$ cat src/sptx_params.svh
// Offsets, field positions, reset values and timing counts of the S/PDIF transmitter control.
`ifndef SPTX_PARAMS_SVH
`define SPTX_PARAMS_SVH
`define SPTX_OFF_CONTROL 8'h3C
`define SPTX_OFF_CONFIG 8'h40
`define SPTX_OFF_STATUS 8'h44
`define SPTX_BIT_VALIDITY 15
`define SPTX_RATE_HI 14
`define SPTX_RATE_LO 12
`define SPTX_BIT_GEN 11
`define SPTX_CAT_HI 10
`define SPTX_CAT_LO 4
`define SPTX_BIT_EMPH 3
`define SPTX_BIT_COPY 2
`define SPTX_BIT_NONAUDIO 1
`define SPTX_BIT_PRO 0
`define SPTX_CFG_BIT_ENABLE 7
`define SPTX_CFG_BIT_SLAVE 8
`define SPTX_RESET_FITTED 16'h2000
`define SPTX_RESET_ABSENT 16'h0000
`define SPTX_BLOCK_FRAMES 8'd192
`define SPTX_SYNC_FILL 2'd3
`define SPTX_RESP_OKAY 2'b00
`define SPTX_RESP_SLVERR 2'b10
`endif

$ cat src/sptx_pkg.sv
// Types shared by the S/PDIF transmitter control files.
package sptx_pkg;
   // Phase of the strap capture after reset.
   typedef enum logic [1:0] {ST_WAIT, ST_SAMPLE, ST_RUN} sptx_strap_t;
endpackage : sptx_pkg

$ cat src/sptx_cs_mux.sv
// Channel-status bit selector for one frame of a 192-frame block.
`timescale 1ns/1ps
`include "sptx_params.svh"
module sptx_cs_mux (
   // Control register image.
   input wire logic [15:0] ctrl,
   // Frame index within the block.
   input wire logic [7:0] frame,
   // Selected channel status bit.
   output logic cs_bit
);
   // Byte and bit position of the current frame.
   logic [4:0] byte_idx;
   logic [2:0] bit_idx;
   logic [7:0] cs_byte;
   logic [2:0] rate;
   assign byte_idx = frame[7:3];
   assign bit_idx = frame[2:0];
   assign rate = ctrl[`SPTX_RATE_HI:`SPTX_RATE_LO];

   // Builds the channel status byte for the current frame.
   always_comb
   begin
      cs_byte = 8'h00;
      if (ctrl[`SPTX_BIT_PRO])
      begin
         // Professional layout: rate in byte 0 bits 7-6 and byte 4 bits 5-3.
         case (byte_idx)
            5'd0: cs_byte = {rate[1:0], 3'b000, ctrl[`SPTX_BIT_EMPH], ctrl[`SPTX_BIT_NONAUDIO],
                             1'b1};
            5'd4: cs_byte = {1'b0, 1'b0, rate, 3'b000};
            default: cs_byte = 8'h00;
         endcase
      end
      else
      begin
         // Consumer layout: flags, category, generation and rate nibble.
         case (byte_idx)
            5'd0: cs_byte = {4'h0, 1'b0, ctrl[`SPTX_BIT_EMPH], ctrl[`SPTX_BIT_COPY],
                             ctrl[`SPTX_BIT_NONAUDIO]} << 1;
            5'd1: cs_byte = {ctrl[`SPTX_BIT_GEN], ctrl[`SPTX_CAT_HI:`SPTX_CAT_LO]};
            5'd3: cs_byte = {4'h0, 1'b0, rate};
            default: cs_byte = 8'h00;
         endcase
      end
   end

   // Bit 0 of each byte goes first.
   assign cs_bit = cs_byte[bit_idx];
endmodule : sptx_cs_mux

$ cat src/sptx_control.sv
// S/PDIF transmitter control register with AXI4-Lite slave and channel status sequencer.
`timescale 1ns/1ps
`include "sptx_params.svh"
module sptx_control (
   // Clock, reset and clock enable.
   input wire logic clock,
   input wire logic rst,
   input wire logic clk_en,
   // AXI4-Lite write address channel.
   input wire logic [7:0] s_axi_awaddr,
   input wire logic s_axi_awvalid,
   output logic s_axi_awready,
   // AXI4-Lite write data channel.
   input wire logic [31:0] s_axi_wdata,
   input wire logic [3:0] s_axi_wstrb,
   input wire logic s_axi_wvalid,
   output logic s_axi_wready,
   // AXI4-Lite write response channel.
   output logic [1:0] s_axi_bresp,
   output logic s_axi_bvalid,
   input wire logic s_axi_bready,
   // AXI4-Lite read address channel.
   input wire logic [7:0] s_axi_araddr,
   input wire logic s_axi_arvalid,
   output logic s_axi_arready,
   // AXI4-Lite read data channel.
   output logic [31:0] s_axi_rdata,
   output logic [1:0] s_axi_rresp,
   output logic s_axi_rvalid,
   input wire logic s_axi_rready,
   // Strap pin, low when the transmitter is fitted.
   input wire logic transmitter_present_strap,
   // Low nibble of the master sample-rate selection register.
   input wire logic [3:0] master_rate_select,
   // Frame strobe from the serialiser, one pulse per frame.
   input wire logic frame_tick,
   // Per-frame outputs to the serialiser.
   output logic validity_bit,
   output logic cs_bit,
   output logic block_start,
   // Transmitter enable from the configuration register, forced low while the transmitter is not fitted.
   output logic tx_enable
);
   //////////////////////////////////////////////////////////////////////////////////////////
   // Strap synchroniser and capture.
   //////////////////////////////////////////////////////////////////////////////////////////

   // Three-stage synchroniser for the strap pin.
   logic strap_s1_r;
   logic strap_s2_r;
   logic strap_s3_r;
   // Captured fitted flag.
   logic fitted_r;
   // Capture sequence state.
   sptx_pkg::sptx_strap_t strap_st_r;
   sptx_pkg::sptx_strap_t strap_st_nxt;
   // Enabled clocks since reset, saturating once the synchroniser is full.
   logic [1:0] fill_r;

   // Shifts the strap through three flip-flops.
   always_ff @(posedge clock or posedge rst)
   begin
      if (rst)
      begin
         strap_s1_r <= 1'b1;
         strap_s2_r <= 1'b1;
         strap_s3_r <= 1'b1;
      end
      else if (clk_en)
      begin
         strap_s1_r <= transmitter_present_strap;
         strap_s2_r <= strap_s1_r;
         strap_s3_r <= strap_s2_r;
      end
   end

   // Waits for the synchroniser to fill, then samples once stages two and three agree.
   always_comb
   begin
      strap_st_nxt = strap_st_r;
      case (strap_st_r)
         sptx_pkg::ST_WAIT:
         begin
            // Stages still holding their reset value would pass for an absent transmitter.
            if (fill_r == `SPTX_SYNC_FILL)
            begin
               strap_st_nxt = sptx_pkg::ST_SAMPLE;
            end
         end
         sptx_pkg::ST_SAMPLE:
         begin
            // Only a settled value is taken.
            if (strap_s2_r == strap_s3_r)
            begin
               strap_st_nxt = sptx_pkg::ST_RUN;
            end
         end
         sptx_pkg::ST_RUN: strap_st_nxt = sptx_pkg::ST_RUN;
         default: strap_st_nxt = sptx_pkg::ST_WAIT;
      endcase
   end

   // Holds the capture state.
   always_ff @(posedge clock or posedge rst)
   begin
      if (rst)
      begin
         strap_st_r <= sptx_pkg::ST_WAIT;
         fill_r <= 2'd0;
      end
      else if (clk_en)
      begin
         strap_st_r <= strap_st_nxt;
         // Counts until the pin has reached the third stage.
         if (fill_r != `SPTX_SYNC_FILL)
         begin
            fill_r <= fill_r + 2'd1;
         end
      end
   end

   // Latches the fitted flag; a low strap means fitted.
   always_ff @(posedge clock or posedge rst)
   begin
      if (rst)
      begin
         fitted_r <= 1'b0;
      end
      else if (clk_en && strap_st_r == sptx_pkg::ST_SAMPLE && strap_s2_r == strap_s3_r)
      begin
         fitted_r <= ~strap_s3_r;
      end
   end

   //////////////////////////////////////////////////////////////////////////////////////////
   // AXI4-Lite write path.
   //////////////////////////////////////////////////////////////////////////////////////////

   // Held write address and data.
   logic aw_held_r;
   logic w_held_r;
   logic [7:0] awaddr_r;
   logic [31:0] wdata_r;
   logic [3:0] wstrb_r;
   logic bvalid_r;
   logic [1:0] bresp_r;
   logic do_write;
   logic [31:0] ctrl_wr;
   // Register storage.
   logic [15:0] ctrl_r;
   logic [31:0] cfg_r;
   // Set once the control register has been loaded after the strap capture.
   logic ctrl_init_r;

   assign s_axi_awready = ~aw_held_r & ~bvalid_r;
   assign s_axi_wready = ~w_held_r & ~bvalid_r;
   assign do_write = aw_held_r & w_held_r & ~bvalid_r;

   // Decodes an offset to whether it is mapped.
   function automatic logic sptx_mapped(input logic [7:0] a);
      sptx_mapped = (a == `SPTX_OFF_CONTROL) || (a == `SPTX_OFF_CONFIG) ||
                    (a == `SPTX_OFF_STATUS);
   endfunction : sptx_mapped

   // Merges byte lanes of a write into an old word.
   function automatic logic [31:0] sptx_merge(input logic [31:0] old_v, input logic [31:0] new_v,
                                              input logic [3:0] strb);
      for (int i = 0; i < 4; i++)
      begin
         sptx_merge[i*8 +: 8] = strb[i] ? new_v[i*8 +: 8] : old_v[i*8 +: 8];
      end
   endfunction : sptx_merge

   // Control word with the held write merged in; only the low half is stored.
   assign ctrl_wr = sptx_merge({16'h0000, ctrl_r}, wdata_r, wstrb_r);

   // Captures the address and data in either order.
   always_ff @(posedge clock or posedge rst)
   begin
      if (rst)
      begin
         aw_held_r <= 1'b0;
         w_held_r <= 1'b0;
         awaddr_r <= 8'h00;
         wdata_r <= 32'h0000_0000;
         wstrb_r <= 4'h0;
      end
      else if (clk_en)
      begin
         if (s_axi_awvalid && s_axi_awready)
         begin
            aw_held_r <= 1'b1;
            awaddr_r <= {s_axi_awaddr[7:2], 2'b00};
         end
         else if (do_write)
         begin
            aw_held_r <= 1'b0;
         end
         if (s_axi_wvalid && s_axi_wready)
         begin
            w_held_r <= 1'b1;
            wdata_r <= s_axi_wdata;
            wstrb_r <= s_axi_wstrb;
         end
         else if (do_write)
         begin
            w_held_r <= 1'b0;
         end
      end
   end

   // Issues the write response after both halves are held.
   always_ff @(posedge clock or posedge rst)
   begin
      if (rst)
      begin
         bvalid_r <= 1'b0;
         bresp_r <= `SPTX_RESP_OKAY;
      end
      else if (clk_en)
      begin
         if (do_write)
         begin
            bvalid_r <= 1'b1;
            bresp_r <= sptx_mapped(awaddr_r) ? `SPTX_RESP_OKAY : `SPTX_RESP_SLVERR;
         end
         else if (s_axi_bready)
         begin
            bvalid_r <= 1'b0;
         end
      end
   end

   assign s_axi_bvalid = bvalid_r;
   assign s_axi_bresp = bresp_r;

   //////////////////////////////////////////////////////////////////////////////////////////
   // Control and configuration registers.
   //////////////////////////////////////////////////////////////////////////////////////////

   // Loads the power-up value once the strap is known, then takes writes and master rate while fitted.
   always_ff @(posedge clock or posedge rst)
   begin
      if (rst)
      begin
         ctrl_r <= `SPTX_RESET_ABSENT;
         ctrl_init_r <= 1'b0;
      end
      else if (clk_en)
      begin
         if (!ctrl_init_r)
         begin
            // Wait for the strap to settle before choosing the power-up value.
            if (strap_st_r == sptx_pkg::ST_RUN)
            begin
               ctrl_r <= fitted_r ? `SPTX_RESET_FITTED : `SPTX_RESET_ABSENT;
               ctrl_init_r <= 1'b1;
            end
         end
         else if (!fitted_r)
         begin
            ctrl_r <= `SPTX_RESET_ABSENT;
         end
         else
         begin
            if (do_write && awaddr_r == `SPTX_OFF_CONTROL)
            begin
               // All fields are written; software keeps the enable clear meanwhile.
               ctrl_r <= ctrl_wr[15:0];
            end
            else if (!cfg_r[`SPTX_CFG_BIT_SLAVE])
            begin
               // Master mode: the rate follows the master selection.
               ctrl_r[`SPTX_RATE_HI:`SPTX_RATE_LO] <= master_rate_select[2:0];
            end
         end
      end
   end

   // Configuration register holding enable and slave mode.
   always_ff @(posedge clock or posedge rst)
   begin
      if (rst)
      begin
         cfg_r <= 32'h0000_0000;
      end
      else if (clk_en && do_write && awaddr_r == `SPTX_OFF_CONFIG)
      begin
         cfg_r <= sptx_merge(cfg_r, wdata_r, wstrb_r) & 32'h0000_0180;
      end
   end

   assign tx_enable = cfg_r[`SPTX_CFG_BIT_ENABLE] & fitted_r;

   //////////////////////////////////////////////////////////////////////////////////////////
   // AXI4-Lite read path.
   //////////////////////////////////////////////////////////////////////////////////////////

   logic rvalid_r;
   logic [31:0] rdata_r;
   logic [1:0] rresp_r;
   logic [7:0] frame_cnt_r;

   assign s_axi_arready = ~rvalid_r;

   // Answers a read one cycle after the address is taken.
   always_ff @(posedge clock or posedge rst)
   begin
      if (rst)
      begin
         rvalid_r <= 1'b0;
         rdata_r <= 32'h0000_0000;
         rresp_r <= `SPTX_RESP_OKAY;
      end
      else if (clk_en)
      begin
         if (s_axi_arvalid && s_axi_arready)
         begin
            rvalid_r <= 1'b1;
            rresp_r <= sptx_mapped({s_axi_araddr[7:2], 2'b00}) ? `SPTX_RESP_OKAY
                                                               : `SPTX_RESP_SLVERR;
            case ({s_axi_araddr[7:2], 2'b00})
               `SPTX_OFF_CONTROL: rdata_r <= {16'h0000, ctrl_r};
               `SPTX_OFF_CONFIG: rdata_r <= cfg_r;
               `SPTX_OFF_STATUS: rdata_r <= {23'h00_0000, fitted_r, frame_cnt_r};
               default: rdata_r <= 32'h0000_0000;
            endcase
         end
         else if (s_axi_rready)
         begin
            rvalid_r <= 1'b0;
         end
      end
   end

   assign s_axi_rvalid = rvalid_r;
   assign s_axi_rdata = rdata_r;
   assign s_axi_rresp = rresp_r;

   //////////////////////////////////////////////////////////////////////////////////////////
   // Channel status sequencer.
   //////////////////////////////////////////////////////////////////////////////////////////

   logic cs_sel;
   logic cs_bit_r;
   logic vbit_r;
   logic bstart_r;

   // Counts frames through the 192-frame block while enabled.
   always_ff @(posedge clock or posedge rst)
   begin
      if (rst)
      begin
         frame_cnt_r <= 8'h00;
      end
      else if (clk_en)
      begin
         if (!tx_enable)
         begin
            frame_cnt_r <= 8'h00;
         end
         else if (frame_tick)
         begin
            frame_cnt_r <= (frame_cnt_r == `SPTX_BLOCK_FRAMES - 8'd1) ? 8'h00
                                                                      : frame_cnt_r + 8'd1;
         end
      end
   end

   // Picks the status bit for the current frame.
   sptx_cs_mux u_mux (
      .ctrl(ctrl_r),
      .frame(frame_cnt_r),
      .cs_bit(cs_sel)
   );

   // Registers the status bit and block start on each frame strobe while enabled, clearing them while disabled, and validity on every clock.
   always_ff @(posedge clock or posedge rst)
   begin
      if (rst)
      begin
         cs_bit_r <= 1'b0;
         vbit_r <= 1'b0;
         bstart_r <= 1'b0;
      end
      else if (clk_en)
      begin
         // Validity tracks bit 15 at once, for both subframes.
         vbit_r <= ctrl_r[`SPTX_BIT_VALIDITY] & tx_enable;
         if (frame_tick && tx_enable)
         begin
            cs_bit_r <= cs_sel;
            bstart_r <= (frame_cnt_r == 8'h00);
         end
         else if (!tx_enable)
         begin
            cs_bit_r <= 1'b0;
            bstart_r <= 1'b0;
         end
      end
   end

   assign cs_bit = cs_bit_r;
   assign validity_bit = vbit_r;
   assign block_start = bstart_r;
endmodule : sptx_control

$ cat config.mk
export PLATFORM = sky130hd
export DESIGN_NAME = sptx_control
export DESIGN_NICKNAME = d
export VERILOG_FILES = /design/src/sptx_pkg.sv /design/src/sptx_cs_mux.sv /design/src/sptx_control.sv
export VERILOG_INCLUDE_DIRS = /design/src
export SDC_FILE = /design/constraint.sdc
export NUM_CORES = 1
export LEC_CHECK = 0
export BUFFER_PORTS_ARGS = -buffer_cell sky130_fd_sc_hd__buf_2
export CELL_PAD_IN_SITES_DETAIL_PLACEMENT = 2
export CELL_PAD_IN_SITES_GLOBAL_PLACEMENT = 2
export CORE_AREA = 2 2 113 115
export DETAILED_ROUTE_END_ITERATION = 10
export DIE_AREA = 0 0 115 117
export GPL_ROUTABILITY_DRIVEN = 0
export GPL_TIMING_DRIVEN = 0
export PLACE_DENSITY = 0.92
export RECOVER_POWER = 25
export SETUP_SLACK_MARGIN = 0.2
export SKIP_CTS_REPAIR_TIMING = 1
export SKIP_LAST_GASP = 1
export SLEW_MARGIN = 5
export SYNTH_ARGS = -nofsm -noshare
export SYNTH_HDL_FRONTEND = slang
export SYNTH_SLANG_ARGS = --single-unit
$ cat constraint.sdc
create_clock -name clock -period 3.8 [get_ports clock]
set_input_delay 0.57 -clock clock [delete_from_list [all_inputs] [get_ports clock]]
set_output_delay 0.57 -clock clock [all_outputs]
set_load 0.02 [all_outputs]
==> results of run 1 <==
[path summary, 6_finish.rpt]
check                                      from        endpoint  slack, ps  depth (start not counted)
worst min-delay path                        rst    s_axi_bvalid        360                          2
worst min register to register   s_axi_rdata[1]  s_axi_rdata[1]        470                          2
min in group clock              s_axi_awaddr[6]     awaddr_r[6]        450                          2
worst max register to register     s_axi_bvalid      wdata_r[4]       1570                          4
worst max-delay path                        rst    s_axi_rvalid       1430                          3
max in group clock                       clk_en      wdata_r[4]       1540                          6
[flip-flops by register name (all words and copies together) (netlist names), 2 cells and up]
signal and count:
wdata_r 16, s_axi_rdata 16, awaddr_r 6, ctrl_r 16
fill_r 2, cfg_r 2, wstrb_r 2, strap_st_r 2
frame_cnt_r 8
[cells by family after synthesis]
kind of cell | after synthesis | share of synthesized area, %
other cells | 1 | 0.0893
mux | 50 | 13.2
fa+ha+maj | 6 | 1.79
xor+xnor | 7 | 1.46
compound gates | 74 | 11.5
simple gates | 128 | 15.8
buf+inv | 48 | 6.02
flops | 84 | 50.1
[cell type report]
type | count | area, um^2
multi-input cells | 283 | 1910
flip-flops and latches | 84 | 2110
clock buffers | 11 | 233
clock inverters | 5 | 28.8
well taps | 150 | 188
fillers | 1335 | 7250
inverters | 12 | 46.3
plain buffers | 36 | 208
repair buffers | 70 | 350
[cell usage in the layout, fill, tap and decap left out, types with 12 or more instances in the layout]
cell type and instances:
sky130_fd_sc_hd__o21ai_0 32, sky130_fd_sc_hd__nand3_1 12, sky130_fd_sc_hd__mux2_2 42, sky130_fd_sc_hd__buf_2 73
sky130_fd_sc_hd__dfrtp_1 81, sky130_fd_sc_hd__buf_4 18, sky130_fd_sc_hd__conb_1 18, sky130_fd_sc_hd__nor2_1 17
sky130_fd_sc_hd__clkbuf_1 15, sky130_fd_sc_hd__nand2_1 45, sky130_fd_sc_hd__and3_1 12
[layer usage]
metal	part of all wire, %	global-route usage (%)
met3	5.5	4.63
met1	38	23.4
met5	0	0
met4	2.3	7.47
met2	54	38.6
[power breakdown]
group          internal, mW  total, mW  switching, mW
clock network         0.440      0.808          0.368
logic                 0.389      0.825          0.436
registers              1.16       1.42          0.263
==> flow_summary_export.csv, run 1 <==
group,metric,value,unit
status,outcome,"finished, violations left",
status,failed_checks,"capacitance limit, slew limit",
routing,vias_per_std_cell,5.34,
setup_path,critPathBufInv,3,
synth,post_synth_main_area_contributors,"sky130_fd_sc_hd__dfrtp_1 (48%), sky130_fd_sc_hd__mux2_2 (11%), sky130_fd_sc_hd__nand2_1 (4.0%)",
clocking,root_buffer_cell,"sky130_fd_sc_hd__clkbuf_16",
cells_and_area,layoutNonFillerInstCount,651,
setup_path,arrival,2540,ps
cells_and_area,layout-area-overhead-vs-synth,20.6,%
timing,postLayoutSetupSlackWorst,1430,ps
synth,synth_seq_area_share,50.1,%
clocking,clk-insertion-delay-late,350,ps
setup_path,critical_path.endpoint_type,"asynchronous set/reset pin",
floorplan,floorplan_die_width,115,um
setup_path,cp_cell_sequence,"buf_2 -> clkinvlp_2 -> clkbuf_2",
floorplan,core.rowCount,41,
cells_and_area,final_core_util,41.1,%
timing,timing.fmax,0.422,GHz
synth,synth_cell_type_count,52,
flow_run,cap_viol_max_count,1,
synth,synth_top_cell_by_area,"sky130_fd_sc_hd__dfrtp_1",
timing,slew_headroom,-6.95,%
floorplan,num_io_pins,111,
synth,synth_edf_count,0,
placement,post-place-cells,635,
clocking,clkSinkCount,84,
routing,drc_errors,0,
synth,yosys_register_bits,84,
timing,hold-worst-slack,360,ps
placement,io_buffer_count,69,
global_route,global_route_wire_length_before_repair,20900,um
routing,drt-pass1-iter-count,5,
floorplan,die_h,117,um
power,power_per_cell_area,603,mW/mm^2
clocking,htree_levels,3,
timing,report.final.slew_viol_count,65,
routing,ant_nets,0,
clocking,clk_pin_slew_worst_paths,60,ps
setup_path,criticalPathCategory,"primary input to asynchronous set/reset pin",
setup_path,timing.critical_path.fanout_max,64,
cells_and_area,layout-drive-gt1-share,32.1,%
clocking,clock_tree.buffer_depth,2,
timing,final_min_period_over_clock_period,62.4,%
synth,dominantRegCellSynth,"sky130_fd_sc_hd__dfrtp_1",
cells_and_area,post-route-cell-area,0.00507,mm^2
timing,period_minus_slack,2370,ps
routing,routedWlPerCell,20.3,um
synth,yosysWarningCount,0,
timing,rsz_0062_raised_after_global_routing,"no",
synth,avgSynthCellArea,10.6,um^2
power,power.leakage,2.38,nW
synth,post_synth_instance_area,0.00420,mm^2
routing,routed_wl,13200,um
global_route,grt_max_degree,65,
power,irDropWorstVdd,277,uV
global_route,grt_overflow_total,0,
floorplan,design.die.area,0.0135,mm^2
synth,yosys.cell_count.top_type,"sky130_fd_sc_hd__dfrtp_1",
synth,synthTopCellsByCount,"sky130_fd_sc_hd__dfrtp_1 (81), sky130_fd_sc_hd__nand2_1 (45), sky130_fd_sc_hd__mux2_2 (42)",
routing,drt_first_iter_violations,213,
power,p_total,3.05,mW
setup_path,critPathMaxStageDelay,1290,ps
placement,detailedPlace.worstSlack,1190,ps
setup_path,crit_path_top_delay_cell,"sky130_fd_sc_hd__clkbuf_2",
cells_and_area,insertedDiodeCount,0,
timing,final-hold-violation-count,0,
setup_path,required_time_worst_endpoint,3970,ps
global_route,antenna_found_initial,0,
timing,tightestPinTransition,1600,ps
global_route,number_of_global_route_vias_before_repair,3827,
synth,syn-instance-count,398,
floorplan,initial_utilization,34.1,%
setup_path,family_with_the_most_delay_on_the_worst_path,"buffers and inverters",
cells_and_area,finish.net_count,568,
timing,setup_total_negative_slack,0,ps
synth,ys_async_sr_fraction,100,%
placement,hpwl,9540,um
timing,skew,9.47,ps
routing,vias,3476,
clocking,tritoncts.num_buffers,9,
setup_path,crit_path_start_kind,"primary input",
placement,dpl_cell_area,0.00483,mm^2
synth,synth_top_area_share,48.2,%
floorplan,core-area,0.0123,mm^2
min_path,min_path_type,"primary input to asynchronous set/reset pin",
timing,final-setup-viol-count,0,
clocking,tritoncts_clock_tree,"done",
global_route,grt_util_all_layers,20.8,%
No activity file was read; power rests on OpenSTA's default activity.
==> run 2: changes to the inputs <==
- ABC_AREA: default -> 1
- CORE_AREA: 2 2 113 115 -> 2 2 120 122
- DIE_AREA: 0 0 115 117 -> 0 0 122 124
- PLACE_DENSITY: 0.92 -> 0.88
- clock period: 3.8 -> 2.4 ns (I/O delays scaled with it)
==> flow_summary_export.csv, run 2 <==
group,metric,value,unit
global_route,grt_max_degree,42,
floorplan,core.rowCount,43,
routing,drt-pass1-iter-count,4,
power,net-switching-power,1.92,mW
setup_path,crit_path_top_delay_cell,"sky130_fd_sc_hd__dfrtp_1",
routing,drc_errors,0,
synth,synth_top_area_share,47.8,%
setup_path,timing.critical_path.fanout_max,5,
routing,ant_nets,0,
flow_run,cap_viol_max_count,0,
synth,post_synth_instance_area,0.00424,mm^2
clocking,clkSinkCount,84,
timing,timing.fmax,0.557,GHz
synth,synth_seq_area_share,49.7,%
floorplan,floorplan_die_width,122,um
setup_path,critical_path.endpoint_type,"primary output",
synth,avgSynthCellArea,8.91,um^2
status,outcome,"complete, no violations",
setup_path,criticalPathCategory,"flop to primary output",
setup_path,critPathBufInv,2,
placement,io_buffer_count,69,
timing,setup_total_negative_slack,0,ps
routing,vias,3661,
min_path,min_path_type,"primary input to asynchronous set/reset pin",
synth,yosysWarningCount,0,
synth,ys_async_sr_fraction,100,%
placement,dpl_cell_area,0.00492,mm^2
synth,post_synth_main_area_contributors,"sky130_fd_sc_hd__dfrtp_1 (48%), sky130_fd_sc_hd__nand2_1 (8.1%), sky130_fd_sc_hd__o21ai_0 (4.6%)",
cells_and_area,insertedDiodeCount,0,
global_route,grt_util_all_layers,18.0,%
cells_and_area,final_core_util,38.1,%
power,clock_power_share,28.9,%
setup_path,crit_path_start_kind,"flop",
cells_and_area,mostFrequentLayoutCell,"sky130_fd_sc_hd__nand2_1",
setup_path,family_with_the_most_delay_on_the_worst_path,"flip-flops",
timing,hold-worst-slack,157,ps
setup_path,required_time_worst_endpoint,2040,ps
setup_path,arrival,1430,ps
setup_path,r2r_cells,6,
synth,dominantRegCellSynth,"sky130_fd_sc_hd__dfrtp_1",
clocking,clk-insertion-delay-late,350,ps
setup_path,cp_cell_sequence,"nand2_1 -> inv_1 -> buf_2",
global_route,number_of_global_route_vias_before_repair,4085,
clocking,tritoncts_clock_tree,"done",
cells_and_area,layout-drive-gt1-share,27.6,%
power,logic_pwr_share,30.2,%
clocking,tritoncts.num_buffers,9,
timing,final_min_period_over_clock_period,74.7,%
power,internal-power,3.37,mW
placement,detailedPlace.worstSlack,603,ps
synth,synth_edf_count,0,
power,power.share.sequential,40.9,%
placement,hpwl,10100,um
cells_and_area,post-route-cell-area,0.00523,mm^2
routing,vias_per_std_cell,4.82,
floorplan,die_h,124,um
timing,tightestPinTransition,1020,ps
timing,skew,8.51,ps
clocking,clock_tree.buffer_depth,2,
global_route,global_route_wire_length_before_repair,20800,um
routing,drt_first_iter_violations,98,
timing,postLayoutSetupSlackWorst,606,ps
setup_path,critPathMaxStageDelay,480,ps
synth,syn-instance-count,476,
synth,synth_top_cell_by_area,"sky130_fd_sc_hd__dfrtp_1",
floorplan,num_io_pins,111,
clocking,clk_pin_slew_worst_paths,70,ps
cells_and_area,filler_cell_count,1569,
timing,rsz_0062_raised_after_global_routing,"no",
timing,final-hold-violation-count,0,
timing,slew_headroom,31.9,%
floorplan,core-area,0.0137,mm^2
synth,yosys.cell_count.top_type,"sky130_fd_sc_hd__nand2_1",
power,power.leakage,2.59,nW
timing,period_minus_slack,1790,ps
clocking,htree_levels,3,
cells_and_area,seq_area,0.00211,mm^2
routing,routedWlPerCell,16.8,um
synth,synth_cell_type_count,43,
synth,yosys_register_bits,84,
cells_and_area,layout-area-overhead-vs-synth,23.3,%
placement,post-place-cells,744,
timing,report.final.slew_viol_count,0,
power,power_per_cell_area,1010,mW/mm^2
floorplan,initial_utilization,30.9,%
cells_and_area,finish.net_count,647,
power,irDropWorstVdd,347,uV
power,power_switching_share,36.3,%
timing,final-setup-viol-count,0,
synth,synthTopCellsByCount,"sky130_fd_sc_hd__nand2_1 (91), sky130_fd_sc_hd__dfrtp_1 (81), sky130_fd_sc_hd__inv_1 (46)",
routing,routed_wl,12800,um
global_route,grt_overflow_total,0,
cells_and_area,layoutNonFillerInstCount,760,
global_route,antenna_found_initial,0,
power,p_total,5.29,mW
cells_and_area,multiInputGateArea,0.00179,mm^2
floorplan,design.die.area,0.0151,mm^2
setup_path,critical_path_depth,3,
cells_and_area,top_library_cells_by_usage_in_the_layout_fill_and_taps_aside,"sky130_fd_sc_hd__nand2_1 (91), sky130_fd_sc_hd__dfrtp_1 (81), sky130_fd_sc_hd__buf_2 (75), sky130_fd_sc_hd__inv_1 (45), sky130_fd_sc_hd__o21ai_0 (39)",
clocking,root_buffer_cell,"sky130_fd_sc_hd__clkbuf_16",
==> run 2: path summary, 6_finish.rpt <==
| path | from | end | slack (ps) |
|---|---|---|---|
| setup / recovery | fitted_r | tx_enable | 610 |
| hold / removal | rst | s_axi_rvalid | 160 |
| setup reg to reg | frame_cnt_r[0] | frame_cnt_r[7] | 610 |
| hold reg to reg | fill_r[0] | fill_r[0] | 480 |
| max in group asynchronous | rst | wdata_r[4] | 780 |
| min in group clock | transmitter_present_strap | strap_s1_r | 220 |
==> run 2: logic make-up (layout without fill, tap and decap cells) <==
logic type | after synthesis | after routing | synth area share [%]
multiplexers | 19 | 19 | 5.05
buffers and inverters | 82 | 169 | 9.56
AND/OR/NAND/NOR | 194 | 194 | 21.7
other | 1 | 18 | 0.0885
AO/OA/AOI/OAI | 87 | 87 | 11.5
adder cells (fa/ha/maj) | 6 | 6 | 1.77
flip-flops | 84 | 84 | 49.7
XOR/XNOR | 3 | 3 | 0.620
==> run 2: area by class of cell <==
class,instances,share of cell area [%]
plain buffers,31,4.09
well taps,180,4.31
flip-flops and latches,84,40.3
clock buffers,10,4.57
multi-input cells,327,34.3
repair buffers,71,7.09
inverters,51,3.69
clock inverters,6,1.68
==> run 2: power groups by stage <==
stage                     clock [mW]  combinational (mW)  sequential, mW
final                           1.53                1.59            2.16
after global routing            1.62                1.80            2.23
after CTS                       1.57                1.63            2.17
after detailed placement           0                1.60            2.19
after global placement             0                1.46            2.14
after floorplan                    0                1.11            2.11
==> run 2: worst reg2reg max path, delay by kind of cell (launching register included) <==
kind                     cells  cell delay (ps)
AO/OA/AOI/OAI                1              440
adder cells (fa/ha/maj)      1              220
flip-flops                   1              510
AND/OR/NAND/NOR              4              490
==> run 2: routing by layer <==
layer | GRT usage (%) | vias to the layer above | share of wire [%]
li1 | - | 1740 | -
met1 | 21.4 | 1822 | 43
met2 | 32.4 | 81 | 51
met3 | 2.43 | 18 | 3.2
met4 | 8.26 | 0 | 2.4
met5 | 0 | - | 0
